## config.mk

```make
export PLATFORM = sky130hd
export DESIGN_NAME = brg_guard
export DESIGN_NICKNAME = d
export VERILOG_FILES = /design/src/brg_pkg.sv /design/src/brg_chan.sv /design/src/brg_guard.sv
export SDC_FILE = /design/constraint.sdc
export NUM_CORES = 2
export LEC_CHECK = 0
export BUFFER_PORTS_ARGS = -buffer_cell sky130_fd_sc_hd__buf_4
export CAP_MARGIN = 30
export CORE_ASPECT_RATIO = 1.1
export CORE_UTILIZATION = 57
export CTS_CLUSTER_DIAMETER = 80
export DETAILED_ROUTE_END_ITERATION = 6
export GPL_TIMING_DRIVEN = 0
export HOLD_SLACK_MARGIN = 0.02
export PLACE_DENSITY = 0.77
export SLEW_MARGIN = 20
export SYNTH_ARGS = -nofsm -noshare
export SYNTH_HDL_FRONTEND = slang
export SYNTH_SLANG_ARGS = --single-unit
```

## constraint.sdc

```tcl
create_clock -name clk_sys -period 5 [get_ports clk_sys]
set_clock_uncertainty 0.05 [all_clocks]
set_input_delay 1 -clock clk_sys [delete_from_list [all_inputs] [get_ports clk_sys]]
set_output_delay 1 -clock clk_sys [all_outputs]
set_load 0.01 [all_outputs]
```

## src/brg_pkg.sv

```systemverilog
// shared constants and carrier types for the bus region access guard
package brg_pkg;

    localparam int ADDR_W = 32;
    localparam int MST_W = 2;
    localparam int NMST = 4;
    localparam int CPU_CHANNELS = 16;
    localparam int DMA_CHANNELS = 8;
    localparam int MAX_CHANNELS = 16;
    localparam int CH_W = 4;
    localparam int CNT_W = 16;

    // address offset added to a refused access so it lands nowhere
    localparam logic [ADDR_W-1:0] REDIRECT_OFFSET = 32'h8000_0000;
    localparam logic [ADDR_W-1:0] ADDR_RESET = 32'h0000_0000;
    localparam logic [CNT_W-1:0] CNT_RESET = 16'h0000;
    localparam logic [CNT_W-1:0] CNT_MAX = 16'hFFFF;

    // per-master protection mode of one region
    typedef enum logic [1:0] {
        BRG_OPEN    = 2'b00,
        BRG_RD_PROT = 2'b01,
        BRG_WR_PROT = 2'b10,
        BRG_LOCKED  = 2'b11
    } brg_mode_t;

    // one region channel: inclusive bounds, any width
    typedef struct packed {
        logic                       en;
        logic [ADDR_W-1:0]          lo;
        logic [ADDR_W-1:0]          hi;
        brg_mode_t [NMST-1:0]       mode;
    } brg_region_t;

    localparam brg_region_t REGION_RESET = '0;

    // one access presented by a bus master
    typedef struct packed {
        logic                       valid;
        logic                       write;
        logic [MST_W-1:0]           master;
        logic [ADDR_W-1:0]          addr;
    } brg_access_t;

    // record of the latest refused access
    typedef struct packed {
        logic                       write;
        logic [MST_W-1:0]           master;
        logic [ADDR_W-1:0]          addr;
    } brg_fault_t;

    localparam brg_fault_t FAULT_RESET = '0;

endpackage

```

## src/brg_chan.sv

```systemverilog
// one region channel: address match and per-master rights check
`timescale 1ns/1ps
`default_nettype none
module brg_chan
    import brg_pkg::*;
(
    input  wire brg_region_t  cfg,
    input  wire brg_access_t  acc,
    output logic              hit,
    output logic              deny
);

    // true when the mode refuses this kind of access
    function automatic logic mode_blocks(input brg_mode_t m, input logic wr);
        mode_blocks = wr ? m[1] : m[0];
    endfunction

    // inclusive compare on both bounds, so widths need not be powers of two
    always_comb
    begin
        hit = cfg.en && acc.valid && (acc.addr >= cfg.lo) && (acc.addr <= cfg.hi);
        deny = hit && mode_blocks(cfg.mode[acc.master], acc.write);
    end

endmodule
`default_nettype wire

```

## src/brg_guard.sv

```systemverilog
// region-based access guard placed between one bus master port and the interconnect
`timescale 1ns/1ps
`default_nettype none
module brg_guard
    import brg_pkg::*;
#(
    parameter bit DMA_PORT = 1'b0
)
(
    input  wire logic                clk_sys,
    input  wire logic                arst_n,
    input  wire logic                cfg_we,
    input  wire logic [CH_W-1:0]     cfg_sel,
    input  wire brg_region_t         cfg_wdata,
    input  wire logic [CH_W-1:0]     cfg_rsel,
    output logic                     cfg_err,
    output brg_region_t              cfg_rdata,
    input  wire brg_access_t         acc_in,
    output logic                     acc_in_ready,
    output brg_access_t              acc_out,
    input  wire logic                acc_out_ready,
    output logic                     acc_hit,
    output logic                     acc_fault,
    output brg_fault_t               fault_info,
    output logic                     fault_sticky,
    input  wire logic                fault_clr,
    output logic [CNT_W-1:0]         fault_count
);

    // channel count depends on which master the instance serves
    localparam int NCH = DMA_PORT ? DMA_CHANNELS : CPU_CHANNELS;

    // entries above the channel count stay at reset and read back as zero
    brg_region_t [MAX_CHANNELS-1:0] region_reg;
    brg_region_t [MAX_CHANNELS-1:0] region_next;
    logic        [MAX_CHANNELS-1:0] ch_hit;
    logic        [MAX_CHANNELS-1:0] ch_deny;
    logic                           refuse;
    logic                           taken;
    logic [ADDR_W-1:0]              redirect_addr;
    logic                           sel_ok;
    logic                           cfg_err_reg;
    logic                           cfg_err_next;
    brg_region_t                    cfg_rdata_reg;
    brg_region_t                    cfg_rdata_next;
    brg_fault_t                     fault_reg;
    brg_fault_t                     fault_next;
    logic                           sticky_reg;
    logic                           sticky_next;
    logic [CNT_W-1:0]               count_reg;
    logic [CNT_W-1:0]               count_next;

    // selector check used by both the write and the read-back path
    function automatic logic chan_valid(input logic [CH_W-1:0] sel);
        chan_valid = (32'(sel) < NCH);
    endfunction

    // every implemented channel checks the access in parallel
    genvar g;
    generate
        for (g = 0; g < MAX_CHANNELS; g++)
        begin : g_chan
            if (g < NCH)
            begin : g_live
                brg_chan u_chan (
                    .cfg  (region_reg[g]),
                    .acc  (acc_in),
                    .hit  (ch_hit[g]),
                    .deny (ch_deny[g])
                );
            end
            else
            begin : g_absent
                assign ch_hit[g] = 1'b0;
                assign ch_deny[g] = 1'b0;
            end
        end
    endgenerate

    // any refusing channel wins, so overlap never weakens protection
    assign refuse = |ch_deny;

    // a stalled beat is presented again, so it is only recorded once the target takes it
    assign taken = refuse && acc_out_ready;

    // the offset wraps at the top of the space; the redirected beat must land in unmapped space
    assign redirect_addr = acc_in.addr + REDIRECT_OFFSET;

    // access path is purely combinational: no latency for clean accesses
    always_comb
    begin
        acc_out = acc_in;
        if (refuse)
        begin
            acc_out.addr = redirect_addr;
        end
        // ready passes straight through, so the guard never adds a wait state
        acc_in_ready = acc_out_ready;
        acc_hit = |ch_hit;
        acc_fault = refuse;
    end

    // region table: writes to channels the instance lacks are refused
    always_comb
    begin
        sel_ok = chan_valid(cfg_sel);
        region_next = region_reg;
        cfg_err_next = 1'b0;
        if (cfg_we)
        begin
            if (sel_ok)
            begin
                region_next[cfg_sel] = cfg_wdata;
            end
            else
            begin
                // a refused write leaves the table untouched and only pulses the error flag
                cfg_err_next = 1'b1;
            end
        end
    end

    // table and error pulse registers
    always_ff @(posedge clk_sys or negedge arst_n)
    begin
        if (!arst_n)
        begin
            region_reg <= '0;
            cfg_err_reg <= 1'b0;
        end
        else
        begin
            region_reg <= region_next;
            cfg_err_reg <= cfg_err_next;
        end
    end

    // read-back port: one cycle behind the selector, zero for channels the instance lacks
    always_comb
    begin
        cfg_rdata_next = REGION_RESET;
        if (chan_valid(cfg_rsel))
        begin
            cfg_rdata_next = region_reg[cfg_rsel];
        end
    end

    // read-back register
    always_ff @(posedge clk_sys or negedge arst_n)
    begin
        if (!arst_n)
        begin
            cfg_rdata_reg <= REGION_RESET;
        end
        else
        begin
            cfg_rdata_reg <= cfg_rdata_next;
        end
    end

    // fault record: capture is only taken when the beat is accepted downstream
    always_comb
    begin
        fault_next = fault_reg;
        sticky_next = sticky_reg;
        count_next = count_reg;
        // clear first, so a set further down overrides it
        if (fault_clr)
        begin
            sticky_next = 1'b0;
        end
        if (taken)
        begin
            // set beats clear in the same cycle so no fault is lost
            sticky_next = 1'b1;
            fault_next.write = acc_in.write;
            fault_next.master = acc_in.master;
            fault_next.addr = acc_in.addr;
            // saturate rather than wrap, so a long fault storm still reads as many
            if (count_reg != CNT_MAX)
            begin
                count_next = count_reg + 16'h0001;
            end
        end
    end

    // fault record registers
    always_ff @(posedge clk_sys or negedge arst_n)
    begin
        if (!arst_n)
        begin
            fault_reg <= FAULT_RESET;
            sticky_reg <= 1'b0;
            count_reg <= CNT_RESET;
        end
        else
        begin
            fault_reg <= fault_next;
            sticky_reg <= sticky_next;
            count_reg <= count_next;
        end
    end

    // registered outputs straight from their flops
    assign cfg_err = cfg_err_reg;
    assign cfg_rdata = cfg_rdata_reg;
    assign fault_info = fault_reg;
    assign fault_sticky = sticky_reg;
    assign fault_count = count_reg;

endmodule
`default_nettype wire

```

==> reports/summary.txt <==
Number of flops mapped to enable cells by yosys: 0
Crit. End Element: primary output
Reg2Reg Depth: 14
# clock sinks: 1293
Power, Total: 39.0 mW
CORE AREA: 142000 µm²
Slew @ Worst Pin: 1.11 ns
Vias: 67100
Min-Delay Path Class: in -> async
Finished layout cell area: 93100 µm²
Data arrival time of the critical path: 4.89 ns
Syn Inst Count: 7671
CTS root buf: clkbuf_16
Routed Antenna Nets: 0
Buf/Inv on CP: 5
Skew-Pair Late Insertion Delay: 0.85 ns
Multi-input logic area: 44300 µm²
Crit path cell chain: buf_4, ha_1, and4_1, a221oi_1, o22ai_1, o22ai_1, o32ai_2, nor4_4, and4_4, buf_4, buf_6, inv_1, buf_4
Hold Fails Final Rpt: 0
Area delta synth->final: 14.2%
Setup Slack @ Placement: -2.51 ns
Req. time, crit path: 3.95 ns
Ys flop type: dfrtp_1
Final max-slew violation count: 0
# rows: 145
Leakage: 43.0 nW
RSZ-0062 raised after global routing: true
# DRC: 0
Most Frequent Cell on Critical Path: buf_4
Routed wire length: 298000 µm
Die Span Y: 399 µm
# IOs: 287
Starting Density: 57.4%
Global-route wire length before repair: 436000 µm
DRT iter0 DRCs: 7827
Mean Syn Cell Area: 10.6 µm²
Max Cap Viol: 0
FILL cells: 10700
Grt ovf: 0
Kind of critical path: in -> out
Worst setup margin: -0.938 ns
Pin count of the biggest net entering global routing: 147
Die area: 145000 µm²
Tcrit/Tclk final: 119%
Post-layout min period: 5.94 ns
Crit. path cell count: 13
Placed Instance Area: 87000 µm²
#FFs+latches synth: 1293
Htree depth: 4
DIE WIDTH: 363 µm
Status: finished with violations
Port bufs: 279
Routed wire per std cell: 29.1 µm
Setup Total Neg Slack: -2.67 ns
Worst path top cell family by delay: compound AO/OA/AOI/OAI gates
Cts hold-fix bufs: 0
Bufs on Longest Clock Path: 3
Initial antenna violation count: 26
Register area share after synthesis: 39.7%
IR drop worst, VDD: 0.000424 V
Cell Area, Synth: 81500 µm²
Largest register FFs: 1168
GPL Wtd Cong: 1.04
Critical Path Max Stage Delay: 0.62 ns
DRT Pass-1 Iters: 6
Worst setup SP type: input pin
Fmax: 0.168 GHz
Crit-path slowest cell: a221oi_1
PD cells: 419 nW/µm²
Placed wire-length estimate: 222000 µm
CTS tree: built
CTS buffer count: 144
Final setup viols: 6
Failing checks: setup timing
Slew HR: 26.2%
Nets: 9332
Vias/cell: 6.56
CP max FO: 34
Total GRT Usage: 41.6%
Sequential cell area: 32400 µm²
Yosys warning total: 0
Clock transition at path regs: 0.06 ns
Share of cells above drive strength 1: 21.4%
Fraction of registers with async set/reset: 100%
Syn_nets: 8818
Synth cell types: 77
Vias in the first global route: 66800
cell usage after synthesis (16+ instances only):
cell type | n | area (µm²)
o21ai_0 | 733 | 3670
o21a_1 | 17 | 128
a21o_1 | 66 | 495
inv_1 | 1019 | 3820
clkbuf_1 | 318 | 1190
nand4_1 | 165 | 1030
o211ai_1 | 21 | 158
and4_1 | 29 | 254
a221o_1 | 16 | 160
nor2_1 | 106 | 398
or3_1 | 16 | 100
nand2b_1 | 29 | 181
buf_4 | 37 | 278
ha_1 | 1025 | 12800
or4_1 | 16 | 120
a21oi_1 | 397 | 1990
nor2b_1 | 26 | 163
nand2_1 | 896 | 3360
dfrtp_1 | 1293 | 32400
mux2_2 | 555 | 6250
a211oi_1 | 32 | 240
mux4_2 | 397 | 8940
a221oi_1 | 31 | 272
nor4_1 | 32 | 200
nand3_1 | 116 | 581
nor3_1 | 37 | 185
mux2_4 | 34 | 510
a2111oi_0 | 23 | 201
buf_1 | 33 | 124
logic make-up after synthesis:
group | share of synthesized area, %
xor+xnor | 0.140
other cells | 0.00460
simple gates | 8.41
fa+ha+maj | 15.7
compound gates | 9.90
mux | 19.4
flops | 39.7
buf+inv | 6.74
metal layers:
metal | GRT usage, % | up-vias | part of all wire [%]
li1 | - | 28400 | -
met1 | 50.8 | 33500 | 36
met2 | 61.1 | 4135 | 43
met3 | 12.2 | 1174 | 11
met4 | 34.3 | 10 | 9.8
met5 | 0 | - | 0.023
per-stage QoR:
step                      instances  hold slack (ns)  utilization (%)
after CTS                     10200           0.0894             65.1
after global routing          10200           0.0648             65.5
after global placement         9861            0.443             60.6
final                         10200           0.0460             65.5
after detailed placement       9909            0.444             61.3
after floorplan                7671            0.441                -
power by group:
part / internal (mW) / switching, mW
registers: 13.1 / 1.82
clock network: 6.36 / 4.74
logic: 5.94 / 7.08
total: 25.4 / 13.6
worst paths after layout:
kind / start / to / slack (ns)
max: acc_in[23] / acc_fault / -0.94
min: arst_n / region_reg[205] / 0.05
max reg2reg: region_reg[565] / fault_info[21] / 0.11
min reg2reg: fault_count[10] / fault_count[10] / 0.46
max in group asynchronous: arst_n / region_reg[308] / 2.92
min in group clk_sys: fault_clr / fault_sticky / 0.31
final cells by class:
cell class	instances	area share, %
repair buffers	368	3.81
flip-flops and latches	1293	34.8
inverters	1020	4.12
multi-input cells	4961	47.6
diodes	23	0.0618
clock inverters	60	0.733
plain buffers	397	1.84
clock buffers	200	4.47
well taps	1911	2.57
cell usage in the layout, fill, tap and decap left out, types with 30 or more instances in the layout:
master,synthesis,routed
nand4_1,165,165
clkbuf_2,0,33
clkbuf_8,0,30
inv_1,1019,1018
a21o_1,66,66
dfrtp_1,1293,1293
a211oi_1,32,30
mux2_4,34,34
clkbuf_16,0,147
mux2_2,555,555
a21oi_1,397,392
clkbuf_1,318,311
o21ai_0,733,732
buf_6,4,58
nor2_1,106,98
nand3_1,116,115
ha_1,1025,1024
mux4_2,397,397
buf_4,37,305
nand2_1,896,894
what timing repair did:
item	in CTS	in global routing
buffers inserted	15	3
gates cloned	1	0
resized for setup	96	43
setup endpoints to repair	55	32
pin swaps	15	11
No activity file was read; power rests on OpenSTA's default activity.
